File: config.mk
export PLATFORM = sky130hd
export DESIGN_NAME = irqoc_top
export DESIGN_NICKNAME = d
export VERILOG_FILES = /design/src/inc/irqoc_pkg.sv /design/src/core/irqoc_tick.sv /design/src/core/irqoc_top.sv
export SDC_FILE = /design/constraint.sdc
export NUM_CORES = 1
export LEC_CHECK = 0
export BUFFER_PORTS_ARGS = -buffer_cell sky130_fd_sc_hd__buf_2
export CAP_MARGIN = 20
export CORE_MARGIN = 4
export CORE_UTILIZATION = 50
export DETAILED_ROUTE_END_ITERATION = 6
export PLACE_DENSITY = 0.79
export SETUP_SLACK_MARGIN = 0.3
export SLEW_MARGIN = 10
export SYNTH_ARGS = -nofsm -noshare
export SYNTH_HDL_FRONTEND = slang
export SYNTH_SLANG_ARGS = --single-unit
File: constraint.sdc
create_clock -name aclk -period 4.4 [get_ports aclk]
set_input_delay 0.44 -clock aclk [delete_from_list [all_inputs] [get_ports aclk]]
set_output_delay 0.44 -clock aclk [all_outputs]
set_load 0.02 [all_outputs]
File: src/inc/irqoc_pkg.sv
// Purpose: Shared constants of the interrupt output configuration block.
// Assumes: A 100 MHz system clock and a 32-bit register bus.
// Notes:   Offsets are byte addresses on the register bus.
package irqoc_pkg;
   localparam int             ADDR_W        = 12;
   localparam logic [11:0]    CFG_OFFSET    = 12'h054;
   localparam int             INTERVAL_LSB  = 24;
   localparam int             RESTART_BIT   = 14;
   localparam int             ACTIVE_BIT    = 13;
   localparam int             MASTER_BIT    = 12;
   localparam int             ENABLE_BIT    = 8;
   localparam int             POL_BIT       = 4;
   localparam int             TYPE_BIT      = 0;
   localparam logic [7:0]     INTERVAL_RST  = 8'h00;
   localparam logic           ENABLE_RST    = 1'b0;
   localparam logic           POL_RST       = 1'b0;
   localparam logic           TYPE_RST      = 1'b0;
   localparam int             STEP_NS       = 10000;
   localparam int             CLK_PERIOD_NS = 10;
   localparam int             STEP_CYCLES   = STEP_NS / CLK_PERIOD_NS;
   localparam logic [1:0]     RESP_OKAY     = 2'h0;
   localparam logic [1:0]     RESP_SLVERR   = 2'h2;
endpackage

File: src/core/irqoc_tick.sv
// Purpose: Step generator that marks each 10 us of a running hold-off interval.
// Assumes: run and restart are synchronous to aclk.
// Notes:   restart realigns the step so a fresh interval gets whole steps.
`timescale 1ns/1ns
`default_nettype none
module irqoc_tick #(
   parameter int CYCLES = irqoc_pkg::STEP_CYCLES
) (
   input  wire logic aclk,
   input  wire logic aresetn,
   input  wire logic run,
   input  wire logic restart,
   output wire logic tick
);
   localparam int W = $clog2(CYCLES);
   localparam logic [W-1:0] LAST = W'(CYCLES - 1);

   typedef struct packed {
      logic [W-1:0] cnt;
      logic         tick;
   } irqoc_tick_t;

   irqoc_tick_t s_ff;
   irqoc_tick_t nxt_s;

   always_comb begin
      nxt_s      = s_ff;
      nxt_s.tick = 1'b0;
      if (restart || !run) begin
         nxt_s.cnt = '0;
      end else if (s_ff.cnt == LAST) begin
         nxt_s.cnt  = '0;
         nxt_s.tick = 1'b1;
      end else begin
         nxt_s.cnt = s_ff.cnt + W'(1);
      end
   end

   always_ff @(posedge aclk) begin
      if (!aresetn) begin
         s_ff <= '0;
      end else begin
         s_ff <= nxt_s;
      end
   end

   assign tick = s_ff.tick;
endmodule
`default_nettype wire

File: src/core/irqoc_top.sv
// Purpose: Drives the single interrupt request pin from the combined sources.
// Assumes: AXI4-Lite register access; source inputs are already enable-gated.
// Notes:   soft_reset clears the configuration except polarity and buffer type.
//
// What this block does
// Top byte of the config register sets hold-off length in 10 us steps.
// Zero interval disables hold-off, clears its counter, releases pending interrupts.
// A new non-zero interval applies to every later interrupt.
// Power event source bypasses the hold-off entirely.
// Writing one to restart bit starts a fresh interval; bit self-clears.
// Read-only status bit is one while an interval withholds interrupts.
// Read-only master bit shows the combined line, ignoring enable and hold-off.
// With output enable clear the pin stays de-asserted; status is untouched.
// Polarity zero drives the pin active low, one active high.
// In open-drain mode polarity is ignored; the pin is active low.
// Buffer-type zero selects open-drain, one selects push-pull.
// Polarity and buffer type survive soft reset; the digital reset (aresetn) clears them.
// When an interval expires with the line still active, the pin asserts.
`timescale 1ns/1ns
`default_nettype none
module irqoc_top #(
   parameter int N_SRC = 8
) (
   input  wire logic             aclk,
   input  wire logic             aresetn,
   input  wire logic             soft_reset,
   input  wire logic [N_SRC-1:0] src_active,
   input  wire logic             power_event_source,
   output wire logic             irq_pin_out,
   output wire logic             irq_pin_oe,
   input  wire logic [11:0]      s_axi_awaddr,
   input  wire logic             s_axi_awvalid,
   output wire logic             s_axi_awready,
   input  wire logic [31:0]      s_axi_wdata,
   input  wire logic [3:0]       s_axi_wstrb,
   input  wire logic             s_axi_wvalid,
   output wire logic             s_axi_wready,
   output wire logic [1:0]       s_axi_bresp,
   output wire logic             s_axi_bvalid,
   input  wire logic             s_axi_bready,
   input  wire logic [11:0]      s_axi_araddr,
   input  wire logic             s_axi_arvalid,
   output wire logic             s_axi_arready,
   output wire logic [31:0]      s_axi_rdata,
   output wire logic [1:0]       s_axi_rresp,
   output wire logic             s_axi_rvalid,
   input  wire logic             s_axi_rready
);
   typedef struct packed {
      logic        awready;
      logic        wready;
      logic        arready;
      logic        aw_held;
      logic        w_held;
      logic [11:0] awaddr;
      logic [31:0] wdata;
      logic [3:0]  wstrb;
      logic        bvalid;
      logic [1:0]  bresp;
      logic        rvalid;
      logic [31:0] rdata;
      logic [1:0]  rresp;
      logic [7:0]  interval;
      logic        enable;
      logic        pol;
      logic        ptype;
      logic [7:0]  cnt;
      logic        line;
      logic        norm_on;
      logic        deliver;
      logic        pin_out;
      logic        pin_oe;
   } irqoc_state_t;

   irqoc_state_t s_ff;
   irqoc_state_t nxt_s;
   logic         tick;
   logic         load;
   logic         wr_fire;
   logic         restart_req;
   logic         normal;
   logic         pin_on;

   irqoc_tick #(
      .CYCLES (irqoc_pkg::STEP_CYCLES)
   ) irqoc_tick_inst (
      .aclk    (aclk),
      .aresetn (aresetn),
      .run     (s_ff.cnt != 8'h00),
      .restart (load),
      .tick    (tick)
   );

   always_comb begin
      nxt_s       = s_ff;
      load        = 1'b0;
      restart_req = 1'b0;
      normal      = |src_active;
      wr_fire     = s_ff.aw_held && s_ff.w_held && !s_ff.bvalid;
      nxt_s.line  = normal || power_event_source;
      // Address and data are taken independently, in either order.
      if (s_axi_awvalid && s_ff.awready) begin
         nxt_s.awaddr  = s_axi_awaddr;
         nxt_s.aw_held = 1'b1;
         nxt_s.awready = 1'b0;
      end
      if (s_axi_wvalid && s_ff.wready) begin
         nxt_s.wdata  = s_axi_wdata;
         nxt_s.wstrb  = s_axi_wstrb;
         nxt_s.w_held = 1'b1;
         nxt_s.wready = 1'b0;
      end
      if (wr_fire) begin
         nxt_s.aw_held = 1'b0;
         nxt_s.w_held  = 1'b0;
         nxt_s.bvalid  = 1'b1;
         nxt_s.bresp   = irqoc_pkg::RESP_SLVERR;
         if (s_ff.awaddr[11:2] == irqoc_pkg::CFG_OFFSET[11:2]) begin
            nxt_s.bresp = irqoc_pkg::RESP_OKAY;
            if (s_ff.wstrb[3]) begin
               nxt_s.interval = s_ff.wdata[irqoc_pkg::INTERVAL_LSB +: 8];
            end
            if (s_ff.wstrb[1]) begin
               restart_req  = s_ff.wdata[irqoc_pkg::RESTART_BIT];
               nxt_s.enable = s_ff.wdata[irqoc_pkg::ENABLE_BIT];
            end
            if (s_ff.wstrb[0]) begin
               nxt_s.pol   = s_ff.wdata[irqoc_pkg::POL_BIT];
               nxt_s.ptype = s_ff.wdata[irqoc_pkg::TYPE_BIT];
            end
         end
      end
      if (s_ff.bvalid && s_axi_bready) begin
         nxt_s.bvalid  = 1'b0;
         nxt_s.awready = 1'b1;
         nxt_s.wready  = 1'b1;
      end
      if (s_axi_arvalid && s_ff.arready) begin
         nxt_s.arready = 1'b0;
         nxt_s.rvalid  = 1'b1;
         nxt_s.rdata   = 32'h0000_0000;
         nxt_s.rresp   = irqoc_pkg::RESP_SLVERR;
         if (s_axi_araddr[11:2] == irqoc_pkg::CFG_OFFSET[11:2]) begin
            nxt_s.rresp = irqoc_pkg::RESP_OKAY;
            nxt_s.rdata[irqoc_pkg::INTERVAL_LSB +: 8] = s_ff.interval;
            nxt_s.rdata[irqoc_pkg::ACTIVE_BIT]        = s_ff.cnt != 8'h00;
            nxt_s.rdata[irqoc_pkg::MASTER_BIT]        = s_ff.line;
            nxt_s.rdata[irqoc_pkg::ENABLE_BIT]        = s_ff.enable;
            nxt_s.rdata[irqoc_pkg::POL_BIT]           = s_ff.pol;
            nxt_s.rdata[irqoc_pkg::TYPE_BIT]          = s_ff.ptype;
         end
      end
      if (s_ff.rvalid && s_axi_rready) begin
         nxt_s.rvalid  = 1'b0;
         nxt_s.arready = 1'b1;
      end
      // Soft reset spares polarity and buffer type.
      if (soft_reset) begin
         nxt_s.interval = irqoc_pkg::INTERVAL_RST;
         nxt_s.enable   = irqoc_pkg::ENABLE_RST;
         restart_req    = 1'b0;
      end
      // Hold-off counter: loaded when delivered interrupts drop or on restart.
      if (nxt_s.interval == 8'h00) begin
         nxt_s.cnt = 8'h00;
      end else if (restart_req || (s_ff.norm_on && !normal)) begin
         nxt_s.cnt = nxt_s.interval;
         load      = 1'b1;
      end else if (tick && s_ff.cnt != 8'h00) begin
         nxt_s.cnt = s_ff.cnt - 8'h01;
      end
      nxt_s.norm_on = normal && (nxt_s.cnt == 8'h00);
      nxt_s.deliver = nxt_s.norm_on || power_event_source;
      pin_on        = nxt_s.enable && nxt_s.deliver;
      if (nxt_s.ptype) begin
         nxt_s.pin_oe  = 1'b1;
         nxt_s.pin_out = nxt_s.pol ? pin_on : !pin_on;
      end else begin
         nxt_s.pin_oe  = pin_on;
         nxt_s.pin_out = 1'b0;
      end
   end

   always_ff @(posedge aclk) begin
      if (!aresetn) begin
         s_ff          <= '0;
         s_ff.awready  <= 1'b1;
         s_ff.wready   <= 1'b1;
         s_ff.arready  <= 1'b1;
         s_ff.interval <= irqoc_pkg::INTERVAL_RST;
         s_ff.enable   <= irqoc_pkg::ENABLE_RST;
         s_ff.pol      <= irqoc_pkg::POL_RST;
         s_ff.ptype    <= irqoc_pkg::TYPE_RST;
      end else begin
         s_ff <= nxt_s;
      end
   end

   assign irq_pin_out   = s_ff.pin_out;
   assign irq_pin_oe    = s_ff.pin_oe;
   assign s_axi_awready = s_ff.awready;
   assign s_axi_wready  = s_ff.wready;
   assign s_axi_bresp   = s_ff.bresp;
   assign s_axi_bvalid  = s_ff.bvalid;
   assign s_axi_arready = s_ff.arready;
   assign s_axi_rdata   = s_ff.rdata;
   assign s_axi_rresp   = s_ff.rresp;
   assign s_axi_rvalid  = s_ff.rvalid;

   // Pin asserted in its electrical sense, for the checks below.
   logic pin_asserted;
   assign pin_asserted = s_ff.ptype ? (s_ff.pin_out == s_ff.pol) : s_ff.pin_oe;
endmodule
`default_nettype wire

=== Word-level counts from Yosys, hierarchy flattened ===
Cells that the tools add are included.
W data, S select, Z words.

* Output and inout bits: 43
* Input port bits: 77
* Register bits after elaboration: 106
* Logic and storage cells: 83

* Reduce and logical (&&, ||, !) cells: 29
* Equality and inequality tests: 3
* $add $sub $neg: 2
* Multiplexer cells: 24
* Bitwise gates (word level): 1

{| class="wikitable"
|+ Operator list
! kind !! count
|-
| $mux W8 || 5
|-
| $mux W11 || 2
|-
| $eq A10 B5 Y1 const B || 2
|-
| $logic_not A8 Y1 || 2
|-
| $mux W1 || 12
|-
| $logic_and A1 B1 Y1 || 11
|-
| $add A10 B1 Y10 const B || 1
|-
| $eq A10 B10 Y1 const B || 1
|-
| $mux W9 || 1
|-
| $reduce_bool A8 Y1 || 1
|-
| $reduce_or A2 Y1 || 4
|-
| $reduce_or A8 Y1 || 1
|-
| $sub A8 B1 Y8 const B || 1
|-
| $mux W2 || 3
|-
| $logic_not A1 Y1 || 4
|-
| $logic_or A1 B1 Y1 || 4
|-
| $mux W3 || 1
|-
| $reduce_or A3 Y1 || 1
|-
| $reduce_and A2 Y1 || 1
|-
| $not A1 Y1 || 1
|}

=== Logic depth before layout (Yosys ltp) ===
Gate-level depths: netlist of the first run.

* Depth in word-level cells: 13
* Depth in mapped cells: 9

=== Cells and area by module ===
From an unflattened synthesis of the first run, not the netlist that was laid out.

* Cell total of the unflattened synthesis: 454
* Area total of the unflattened synthesis: 3738.6 um^2

{| class="wikitable"
|+ By module, submodules not included
! module !! instances !! area an instance (um^2) !! cells an instance !! seq. area each (um^2)
|-
| irqoc_top || 1 || 3276.9 || 401 || 1401.3
|-
| irqoc_tick || 1 || 461.7 || 53 || 220.2
|}

=== Worst setup path before layout of the first run ===
OpenSTA, ideal clock, no wires.

* Kind: register -> register
* From: register s_ff[107] (netlist bit)
* To: register irqoc_tick_inst.s_ff[10] (netlist bit)
* Buffers on the path: 2
* Arrival time: 2.225 ns
* Cell stages (with the launch flop): 9
* Path slack: 2.111 ns
* Required time: 4.336 ns
* Library setup time: 0.064 ns
* Period minus slack after synthesis: 2.289 ns
* Cells stage by stage: dfxtp_1 > or4b_4 > nor4_2 > buf_6 > mux2i_2 > o311ai_4 > nand2b_1 > buf_4 > nor2_1

* Word-level cells in the longest chain between the ends: 9
* Elaborated cells between the ends (all ways): 13
* Those cells by class: eq/ne (1); mux (8); reduce/logical (4)

{| class="wikitable"
|+ Ends and longest elaborated chain
! item !! line !! source
|-
| start: declaration || irqoc_top.sv:75 || <nowiki>irqoc_state_t s_ff;</nowiki>
|-
| start signal: assignment || irqoc_top.sv:195 || <nowiki>s_ff <= nxt_s;</nowiki>
|-
| $eq A10 B5 Y1 (*) || irqoc_top.sv:118 || <nowiki>if (s_ff.awaddr[11:2] == irqoc_pkg::CFG_OFFSET[11:2]) begin</nowiki>
|-
| $mux W1 || irqoc_top.sv:118 ||
|-
| $mux W1 || irqoc_top.sv:113 || <nowiki>if (wr_fire) begin</nowiki>
|-
| $mux W1 || irqoc_top.sv:158 || <nowiki>if (soft_reset) begin</nowiki>
|-
| $logic_or A1 B1 Y1 || irqoc_top.sv:166 || <nowiki>end else if (restart_req || (s_ff.norm_on && !normal)) begin</nowiki>
|-
| $mux W1 || irqoc_top.sv:166 ||
|-
| $mux W1 (*) || irqoc_top.sv:164 || <nowiki>if (nxt_s.interval == 8'h00) begin</nowiki>
|-
| $logic_or A1 B1 Y1 (*) || irqoc_tick.sv:29 || <nowiki>if (restart || !run) begin</nowiki>
|-
| $reduce_or A3 Y1 (no source line) (*) || n/a ||
|-
| end signal: assignment || irqoc_tick.sv:43 || <nowiki>s_ff <= nxt_s;</nowiki>
|-
| end: declaration || irqoc_tick.sv:23 || <nowiki>irqoc_tick_t s_ff;</nowiki>
|}

Every way passes the cells marked *; elsewhere a longest branch is shown, timed or not.
A chain may end at the register's enable or synchronous reset.

=== Worst setup path after layout of the first run ===
* From: register s_ff[107] (netlist bit)
* To: register irqoc_tick_inst.s_ff[6] (netlist bit)

The elaborated chain is that of the path after synthesis.

==> results by group, run 1 <==
Outcome
  • Status: completed

STA
  • Final Hold Violating Endpoints: 0
  • Tcrit/Tclk final: 61.2%
  • Maximum achievable frequency: 371 MHz
  • Final setup violation count: 0
  • RSZ-0062 raised after global routing: false
  • Slew Limit Headroom: 44.0%
  • Final Max Tran Viols: 0
  • Worst-Margin Slew: 0.841 ns
  • Setup Skew: 0.0175 ns
  • Minimum clock period: 2.69 ns
  • Final TNS setup: 0 ns

Detailed routing
  • WL per Instance: 13.1 µm
  • Via count: 3053
  • Routed wire length: 7.71 mm
  • DRT Pass-1 Iters: 4
  • Vias/cell: 5.19
  • Drt drc: 0
  • Post-route ant nets: 0
  • 1st-iter DRT viols: 169

Flow run
  • Max-Cap Viols: 0

Power
  • Maximum VDD drop: 202 µV
  • Comb pwr share: 7.8%
  • Seq pwr share: 54.6%
  • Clock network power share: 37.5%
  • Static leakage power: 0.00169 µW
  • Internal power: 1040 µW
  • Sw Share: 25.8%
  • Pwr per Cell Area: 334 nW/µm²
  • Switching power: 362 µW

Setup path
  • Crit path max fanout: 17
  • Crit. End Element: flop
  • Cell chain of the critical path: or4b_4, nor4b_2, nand3_1, and2_1, o311ai_4, nand2b_1, nor2_1
  • CP arrival: 2.93 ns
  • CP Launch Type: flop
  • Critical path required time: 4.64 ns
  • Flop2flop setup slack: 1.71 ns
  • Worst R2R Start: s_ff[107]
  • Crit Path Class: reg2reg
  • Worst path slowest cell: or4b_4
  • Reg2Reg Capture Point: irqoc_tick_inst.s_ff[6]
  • Worst reg2reg path depth: 7
  • Worst path max stage delay: 0.57 ns

Floorplanning
  • # IOs: 120
  • Initial core utilization: 51.9%
  • Core Rows: 31
  • Core Region: 7290 µm²
  • Die height: 95.0 µm
  • Die area: 9030 µm²
  • Die Width: 95.0 µm

CTS
  • Hold_buf cts: 0
  • Post-CTS Resized: 0
  • Clock sink total: 81
  • CTS tree: yes
  • Clock tree buffer depth: 2
  • Setup repair bufs after CTS: 0
  • Clock transition at the registers of the reported paths: 0.09 ns
  • CTS Buf Count: 9
  • Depth of the CTS H-tree: 3
  • Root Driver: clkbuf_8
  • Clk_lat worst skew: 0.36 ns

Placement
  • Gpl congestion: 0.913
  • Port Buffers: 73
  • DP HPWL: 5.74 mm

Yosys
  • Synth cell types: 53
  • Fraction of registers with async set/reset: 0%
  • Cell taking the most area after synthesis: dfxtp_1
  • Register area share after synthesis: 42.8%
  • Most frequent cell after synthesis: dfxtp_1
  • Syn_area_per_cell: 8.72 µm²
  • Synthesized flop and latch total: 81
  • Largest cells by area after synthesis: dfxtp_1, buf_4, nand2_1
  • Post-Synthesis Cell Area: 3780 µm²
  • Top_reg_cell synth: dfxtp_1
  • Commonest cells post-synth: dfxtp_1, nand2_1, buf_4
  • Post-Synthesis Cells: 434
  • Top-area cell type share of the netlist area: 42.8%
  • Number of synthesis warnings: 0
  • EDFF count, synth: 0

Min path
  • Hold path endpoint: s_axi_wready
  • Worst Hold Class: in2reg
  • Hold Path Stages: 2
  • Hold path startpoint: s_axi_wvalid

Global route
  • Initial antenna violation count: 0
  • First-pass GRT wire length: 12.8 mm
  • Largest net degree at the start of global routing: 60
  • Vias in the first global route: 2833
  • GRT Resource Usage Total: 18.2%
  • Gr ovfl total: 0

Finish
  • Fraction of layout cells with a size suffix above 1: 21.3%
  • Final net count: 564
  • Core Util, Final: 57.5%
  • P&R area growth vs syn: 10.8%
  • Count of antenna diodes in the layout: 0
## power groups by stage
stage	clock network [µW]	logic [µW]	registers, µW
4_1_cts	535	111	765
2_1_floorplan	0	85.0	783
5_1_grt	569	124	769
3_5_place_dp	0	111	783
3_3_place_gp	0	107	781
6_report	526	110	765
## worst max-delay path, delay by kind of cell, from the launching register on
family	cells	cell delay [ns]
and+or+nand+nor	6	1.88
AOI/OAI and AO/OA	1	0.35
DFF	1	0.33
## worst max path at each step
stage                          endpoint      start  slack (ns)  cells past startpoint
6_report        irqoc_tick_inst.s_ff[6]  s_ff[107]        1.71                      7
5_1_grt         irqoc_tick_inst.s_ff[4]  s_ff[107]        1.49                      7
4_1_cts         irqoc_tick_inst.s_ff[6]  s_ff[107]        1.71                      7
3_5_place_dp    irqoc_tick_inst.s_ff[6]  s_ff[107]        1.73                      7
3_3_place_gp   irqoc_tick_inst.s_ff[10]  s_ff[107]        1.82                      7
2_1_floorplan  irqoc_tick_inst.s_ff[10]  s_ff[107]        2.11                      8
## registers in the layout (all words and copies together) (netlist names)
signal,cells
s_axi_awready,1
s_axi_rdata,13
irq_pin_out,1
irq_pin_oe,1
s_axi_rresp,1
s_axi_bresp,1
irqoc_tick_inst.tick,1
s_axi_rvalid,1
s_ff,48
s_axi_bvalid,1
irqoc_tick_inst.s_ff,10
s_axi_wready,1
s_axi_arready,1
## placed cells by master (no fill, tap or decap), drive strengths merged, types with 8 or more instances in the layout
cell type	count
a21oi	8
nand2	74
buf	74
and2	12
dfxtp	81
nor2	35
nor4	9
mux2i	14
clkbuf	11
conb	21
a22oi	13
inv	10
nor2b	17
a21boi	28
nor3	8
## metrics by stage
stage	setup WS, ns	hold WS, ns	power [µW]	instance area, µm²	instances
final	1.71	0.279	1400	4200	588
after global routing	1.49	0.289	1460	4200	588
after CTS	1.71	0.271	1410	4200	588
after detailed placement	1.73	0.436	893	4000	572
after global placement	1.82	0.427	889	4000	572
after floorplan	2.11	0.417	868	3860	454
## logic make-up (layout without fill, tap and decap cells)
family / after synthesis / count (layout) / share of synthesized area (%)
and+or+nand+nor: 192 / 192 / 25.5
DFF: 81 / 81 / 42.8
AOI/OAI and AO/OA: 71 / 71 / 14.2
buffers and inverters: 61 / 96 / 9.98
muxes: 14 / 14 / 3.80
xor gates and xnor gates: 11 / 11 / 2.55
adders and majority gates: 3 / 3 / 0.992
other: 1 / 21 / 0.0991
## layer usage
metal	track usage (%)	vias to the layer above	wire [µm]
li1	-	1524	-
met1	22.9	1390	3370
met2	29.3	124	3500
met3	4.22	15	698
met4	8.65	0	145
met5	0	-	0
## cell type report
type | instances | area, µm²
flip-flops and latches | 81 | 1620
clock buffers | 11 | 151
fillers | 683 | 3100
well taps | 99 | 124
clock inverters | 5 | 42.5
inverters | 6 | 22.5
repair buffers | 74 | 373
multi-input cells | 312 | 1860
(Power assumes the default switching activity.)
==> run 2: changes to the inputs <==
--- a/config.mk
+++ b/config.mk
@@ -5,12 +5,13 @@
 export SDC_FILE = /design/constraint.sdc
 export NUM_CORES = 1
 export LEC_CHECK = 0
+export ABC_AREA = 1
 export BUFFER_PORTS_ARGS = -buffer_cell sky130_fd_sc_hd__buf_2
 export CAP_MARGIN = 20
 export CORE_MARGIN = 4
-export CORE_UTILIZATION = 50
+export CORE_UTILIZATION = 46
 export DETAILED_ROUTE_END_ITERATION = 6
-export PLACE_DENSITY = 0.79
+export PLACE_DENSITY = 0.76
 export SETUP_SLACK_MARGIN = 0.3
 export SLEW_MARGIN = 10
 export SYNTH_ARGS = -nofsm -noshare
==> constraint.sdc (replaced) <==
create_clock -name aclk -period 2.2 [get_ports aclk]
set_input_delay 0.22 -clock aclk [delete_from_list [all_inputs] [get_ports aclk]]
set_output_delay 0.22 -clock aclk [all_outputs]
set_load 0.02 [all_outputs]
==> run 2 against run 1 <==
Against the previous run:
- the run now ends with negative setup slack left
- first-iteration DRC count grew 43%
- final cell count increased by 25%
- sequential power increased by 100%
- global-route usage increased by 0.78 points
- wire length is 30% higher
- clock skew down 0.0015 ns
- flip-flop and latch count unchanged
- core utilization is 1.3 points higher
- setup slack lost 1.7 ns
- combinational power grew to 2.8 times the previous value
- synthesized cell count increased by 24%
- fmax rose by 21%
==> results by group, run 2 <==
Setup path
  • Flop2flop setup slack: -0.03 ns
  • Crit path max fanout: 7
  • Crit path top cell by count: buf_4
  • WP depth: 17
  • Family with the most delay on the worst path: simple AND/OR/NAND/NOR gates
  • Crit. End Element: flop
  • Worst reg2reg path depth: 17
  • Reg2Reg Capture Point: s_ff[3]
  • Worst Setup SP: s_ff[104]
  • Worst path slowest cell: dfxtp_2
  • Worst R2R Start: s_ff[104]
  • Worst path max stage delay: 0.33 ns
  • Critical path endpoint: s_ff[3]
  • Crit Path Class: reg2reg
  • CP Launch Type: flop
  • Cell chain of the critical path: inv_2, nor2_4, buf_4, nand3_2, nor2_2, nand3_2, nand2_4, inv_2, nand3_1, nand2_2, o21ai_2, nand2_2, nor2_4, nand2_4, buf_4, buf_4, nor2_1
  • WP buf/inv: 5
  • CP arrival: 2.53 ns
  • Critical path required time: 2.50 ns

CTS
  • Hold_buf cts: 0
  • CTS Buf Count: 9
  • Depth of the CTS H-tree: 3
  • Clock tree buffer depth: 2
  • Clock sink total: 81
  • Clock transition at the registers of the reported paths: 0.09 ns
  • CTS tree: yes
  • Clk_lat worst skew: 0.36 ns
  • Root Driver: clkbuf_8

Placement
  • # placed instances: 692
  • DP HPWL: 6.49 mm
  • Dpl ws: -0.0246 ns
  • Port Buffers: 73
  • Gpl congestion: 0.933

Finish
  • Largest reg by FF count: s_ff
  • P&R area growth vs syn: 24.5%
  • Register area: 1630 µm²
  • Final net count: 703
  • Max reg flops: 48
  • Count of antenna diodes in the layout: 0
  • Multi-input logic area: 2090 µm²
  • Non-filler cells in the finished layout: 733
  • Leading cell type in the layout, fill and taps excluded: nor2_1
  • Filler Cell Count: 704
  • Most frequent cells in the layout: nor2_1, nand2_1, dfxtp_1
  • Fraction of layout cells with a size suffix above 1: 32.6%

Yosys
  • Synth cell types: 37
  • Number of synthesis warnings: 0
  • Most frequent cell after synthesis: nand2_1
  • Largest family of logic cells by synthesized area: simple AND/OR/NAND/NOR gates
  • Post-Synthesis Cell Area: 3880 µm²
  • Adder-cell share of the synthesized area: 0.966%
  • Syn_area_per_cell: 7.22 µm²
  • Compound-cell area share of the yosys netlist: 9.18%
  • Largest cells by area after synthesis: dfxtp_1, nand2_1, nor2_1
  • Post-Synthesis Cells: 538
  • Fraction of registers with async set/reset: 0%
  • Synth Area in XOR/XNOR: 1.58%
  • EDFF count, synth: 0
  • Mux share of post-synthesis cell area: 0.548%
  • Commonest cells post-synth: nand2_1, nor2_1, dfxtp_1
  • Top_reg_cell synth: dfxtp_1
  • Register area share after synthesis: 41.8%
  • Synthesized flop and latch total: 81
  • Cell taking the most area after synthesis: dfxtp_1
  • Top-area cell type share of the netlist area: 41.8%
  • Synth Area in Simple Gates: 32.6%

Power
  • Final Total Pwr: 2840 µW
  • Pwr per Cell Area: 587 nW/µm²
  • Static leakage power: 0.00226 µW
  • Maximum VDD drop: 386 µV

Detailed routing
  • Via count: 3672
  • Drt drc: 0
  • WL per Instance: 13.7 µm
  • 1st-iter DRT viols: 242
  • Post-route ant nets: 0
  • Routed wire length: 10.1 mm
  • Vias/cell: 5.01
  • DRT Pass-1 Iters: 4

Global route
  • GRT Resource Usage Total: 19.0%
  • Largest net degree at the start of global routing: 30
  • Vias in the first global route: 3478
  • First-pass GRT wire length: 15.3 mm
  • Initial antenna violation count: 0
  • Gr ovfl total: 0

STA
  • Minimum clock period: 2.23 ns
  • Setup Skew: 0.0160 ns
  • Final setup violation count: 2
  • Slew Limit Headroom: 64.8%
  • Setup slack after layout: -0.0306 ns
  • Final Hold Violating Endpoints: 0
  • Worst-Margin Slew: 0.526 ns
  • Final Max Tran Viols: 0
  • Maximum achievable frequency: 448 MHz
  • Tcrit/Tclk final: 101%
  • RSZ-0062 raised after global routing: true

Outcome
  • Status: finished, violations left
  • Failing checks: negative setup slack

Min path
  • Hold path startpoint: s_axi_awaddr[10]
  • Worst Hold Class: in2reg

Floorplanning
  • Die Width: 99.9 µm
  • Die area: 9980 µm²
  • Initial core utilization: 47.3%
  • Core Region: 8220 µm²
  • # IOs: 120
  • Die height: 99.9 µm
  • Core Rows: 33

Flow run
  • Max-Cap Viols: 0
## run 2: cell types whose count changed after synthesis, sizes merged, moves of 13 or more
cell,previous run,this run
nand3,6,26
nand4,2,15
nor2,35,113
a21oi,8,28
inv,6,47
mux2i,14,1
nor2b,17,0
a22oi,13,0
o21ai,7,33
nand2,74,111
a21boi,28,0
## run 2: tightest hold or removal path: cells and delay by family
kind | cells | cell delay [ns]
AND/OR/NAND/NOR | 1 | 0.08
buffers and inverters | 1 | 0.07
AO/OA/AOI/OAI | 1 | 0.07
## run 2: layer usage
| layer | global-route usage (%) | part of all wire (%) |
|---|---|---|
| met1 | 22.6 | 42 |
| met2 | 32.5 | 50 |
| met3 | 4.93 | 6.0 |
| met4 | 7.46 | 2.6 |
| met5 | 0 | 0 |
## run 2: cell families (layout without fill, tap and decap cells)
| kind of cell | Yosys count | in the layout |
|---|---|---|
| multiplexers | 2 | 2 |
| adder cells (fa/ha/maj) | 3 | 3 |
| XOR/XNOR | 7 | 7 |
| flip-flops | 81 | 81 |
| other | 1 | 21 |
| AO/OA/AOI/OAI | 66 | 66 |
| AND/OR/NAND/NOR | 280 | 281 |
| buffers and inverters | 98 | 167 |
## run 2: area by class of cell
class / count / area share (%)
Clock buffer: 10 / 2.64
Tap cell: 105 / 2.72
Clock inverter: 6 / 0.880
Multi-Input combinational cell: 380 / 43.2
Sequential cell: 81 / 33.7
Timing Repair Buffer: 104 / 13.3
Inverter: 47 / 3.65
## run 2: stage by stage
step	hold slack, ns	TNS, ns	cell area (µm²)	util [%]
2_1_floorplan	0.312	0	3960	-
3_3_place_gp	0.428	0	4170	50.8
3_5_place_dp	0.433	-0.0246	4170	50.8
4_1_cts	0.0969	0	4600	56.0
5_1_grt	0.104	-0.588	4830	58.8
6_report	0.108	-0.0571	4830	58.8
## run 2: worst min path at each step
stage	cells past startpoint	slack [ns]	to
global placement	1	0.43	irqoc_tick_inst.s_ff[1]
global route	3	0.10	s_ff[101]
floorplan	1	0.31	s_ff[15]
finish	3	0.11	s_ff[108]
CTS	3	0.1	s_ff[108]
detailed placement	2	0.43	s_axi_rdata[12]
## run 2: repair_timing
| action | in CTS | in global routing |
|---|---|---|
| gates cloned | 0 | 1 |
| gates resized for setup | 33 | 47 |
| buffers inserted | 17 | 7 |
| pin swaps | 17 | 28 |
| setup endpoints to repair | 13 | 21 |
## run 2: power by group
part / internal, µW / leakage [µW] / total (µW) / switching (µW)
clock: 414 / 0.0000831 / 971 / 557
combinational: 106 / 0.00151 / 305 / 199
sequential: 1520 / 0.000663 / 1560 / 39.4
==> run 3: changes to the inputs <==
--- a/config.mk
+++ b/config.mk
@@ -8,10 +8,12 @@
 export ABC_AREA = 1
 export BUFFER_PORTS_ARGS = -buffer_cell sky130_fd_sc_hd__buf_2
 export CAP_MARGIN = 20
+export CORE_ASPECT_RATIO = 0.8
 export CORE_MARGIN = 4
-export CORE_UTILIZATION = 46
+export CORE_UTILIZATION = 48
+export CTS_BUF_LIST = sky130_fd_sc_hd__clkbuf_4 sky130_fd_sc_hd__clkbuf_8
 export DETAILED_ROUTE_END_ITERATION = 6
-export PLACE_DENSITY = 0.76
+export PLACE_DENSITY = 0.79
 export SETUP_SLACK_MARGIN = 0.3
 export SLEW_MARGIN = 10
 export SYNTH_ARGS = -nofsm -noshare
==> run 3 against run 2 <==
Against the previous run:
- the flow now finishes without violations
- flip-flop and latch count unchanged
- die area is 3.7% lower
- largest power group unchanged
- hold slack worse by 0.030 ns
- core utilization up 1.8 points
- clock power increased by 26%
- critical path type unchanged
- wire length is 3.8% lower
- sequential share of layout area grew 0.27 points
==> results by group, run 3 (same netlist as run 2, synthesis figures left out) <==
Detailed routing
  • Vias/cell: 5.00
  • 1st-iter DRT viols: 306
  • Routed wire length: 9.68 mm
  • Post-route ant nets: 0
  • Via count: 3666
  • WL per Instance: 13.2 µm
  • DRT Pass-1 Iters: 5
  • Drt drc: 0

Global route
  • Vias in the first global route: 3244
  • Met1 Usage GRT: 25.0%
  • Met2 Use GR: 33.8%
  • GRT Resource Usage Total: 19.7%
  • First-pass GRT wire length: 14.9 mm
  • Gr busiest metal: met2
  • Met3 Track Usage GR: 5.11%
  • Gr ovfl total: 0
  • Largest net degree at the start of global routing: 30
  • Initial antenna violation count: 0

Setup path
  • Crit. End Element: flop
  • CP arrival: 2.38 ns
  • Crit path max fanout: 5
  • Crit Path Class: reg2reg
  • CP Launch Type: flop
  • Critical path required time: 2.46 ns

STA
  • Final Max Tran Viols: 0
  • RSZ-0062 raised after global routing: true
  • Tcrit/Tclk final: 96.6%
  • Final setup violation count: 0
  • Minimum clock period: 2.12 ns
  • Final Hold Violating Endpoints: 0
  • Setup slack after layout: 0.0756 ns
  • Setup Skew: 0.0113 ns
  • Maximum achievable frequency: 471 MHz

Floorplanning
  • Initial core utilization: 49.1%
  • # IOs: 120
  • Die area: 9600 µm²
  • Die height: 88.5 µm
  • Core Rows: 29
  • Die Width: 109 µm
  • Core Region: 7910 µm²

CTS
  • CTS Buf Count: 9
  • Clk_lat worst skew: 0.36 ns
  • Clock transition at the registers of the reported paths: 0.09 ns
  • Root Driver: clkbuf_8
  • CTS tree: yes
  • Clock sink total: 81
  • Clock tree buffer depth: 2
  • Depth of the CTS H-tree: 3

Min path
  • Worst Hold Class: in2reg

Finish
  • P&R area growth vs syn: 23.5%
  • Largest reg by FF count: s_ff
  • Most frequent cells in the layout: nand2_1, nor2_1, dfxtp_1
  • Count of antenna diodes in the layout: 0
  • Max reg flops: 48
  • Fraction of layout cells with a size suffix above 1: 30.1%
  • Fin area: 4790 µm²
  • Final net count: 700
  • Non-filler cells in the finished layout: 733
  • Core Util, Final: 60.6%

Placement
  • # placed instances: 695
  • DP HPWL: 6.51 mm
  • Dpl ws: 0.0587 ns
  • Gpl congestion: 0.847
  • Placed cell area: 4170 µm²
  • Port Buffers: 73

Outcome
  • Status: completed

Power
  • Pwr per Cell Area: 647 nW/µm²
  • Static leakage power: 0.00221 µW
  • Maximum VDD drop: 403 µV

Flow run
  • Max-Cap Viols: 0
[run 3: cell type report]
cell class / count / area, µm²
multi-input combinational: 382 / 2050
sequential: 81 / 1630
tap: 108 / 135
timing repair buffer: 99 / 581
clock buffer: 10 / 138
clock inverter: 6 / 90.1
inverter: 47 / 176
fill: 684 / 3120
[run 3: worst max-delay path: stages, from the launching register on]
cell	delay, ns
dfxtp_2	0.33
inv_2	0.04
nor2_4	0.12
nand2_4	0.11
nor2_4	0.19
nand4_1	0.18
nand3_2	0.14
nand2_2	0.07
nor2_4	0.13
nand2_4	0.09
o21ai_2	0.07
nand2_2	0.08
nor2_2	0.09
nand2_2	0.07
nand2_2	0.09
nand3_2	0.07
nand2_1	0.08
nor2_1	0.04
[run 3: metrics by stage]
stage	TNS, ns	hold slack, ns	power [µW]
6_report	0	0.0781	3100
3_5_place_dp	0	0.452	1880
2_1_floorplan	0	0.312	1810
5_1_grt	-0.0231	0.102	3220
3_3_place_gp	0	0.429	1870
4_1_cts	0	0.0697	3110
[run 3: worst paths after layout]
kind	start	end	slack (ns)	cells past startpoint
worst max-delay path	s_ff[104]	irq_pin_out	0.08	17
worst min-delay path	s_axi_rready	s_axi_arready	0.08	3
worst max register to register	s_ff[104]	irq_pin_out	0.08	17
worst min register to register	irqoc_tick_inst.s_ff[1]	irqoc_tick_inst.s_ff[1]	0.46	1
[run 3: report_power, final]
group	switching [µW]	total [µW]	internal (µW)	leakage, µW
Sequential	42.7	1570	1520	0.000663
Clock	549	1220	673	0.000113
Combinational	205	313	108	0.00143
[run 3: repair_timing]
action,4_1_cts,5_1_grt
endpoints found under the setup margin,13,15
setup buffers,17,2
gates cloned,2,1
pin swaps,14,11
hold buffers,0,0
gates resized for setup,40,12
[run 3: metal layers]
metal | vias up | part of all wire [%]
met5 | - | 0
met4 | 0 | 1.4
met3 | 21 | 7.6
met2 | 158 | 49
met1 | 1655 | 42
li1 | 1832 | -
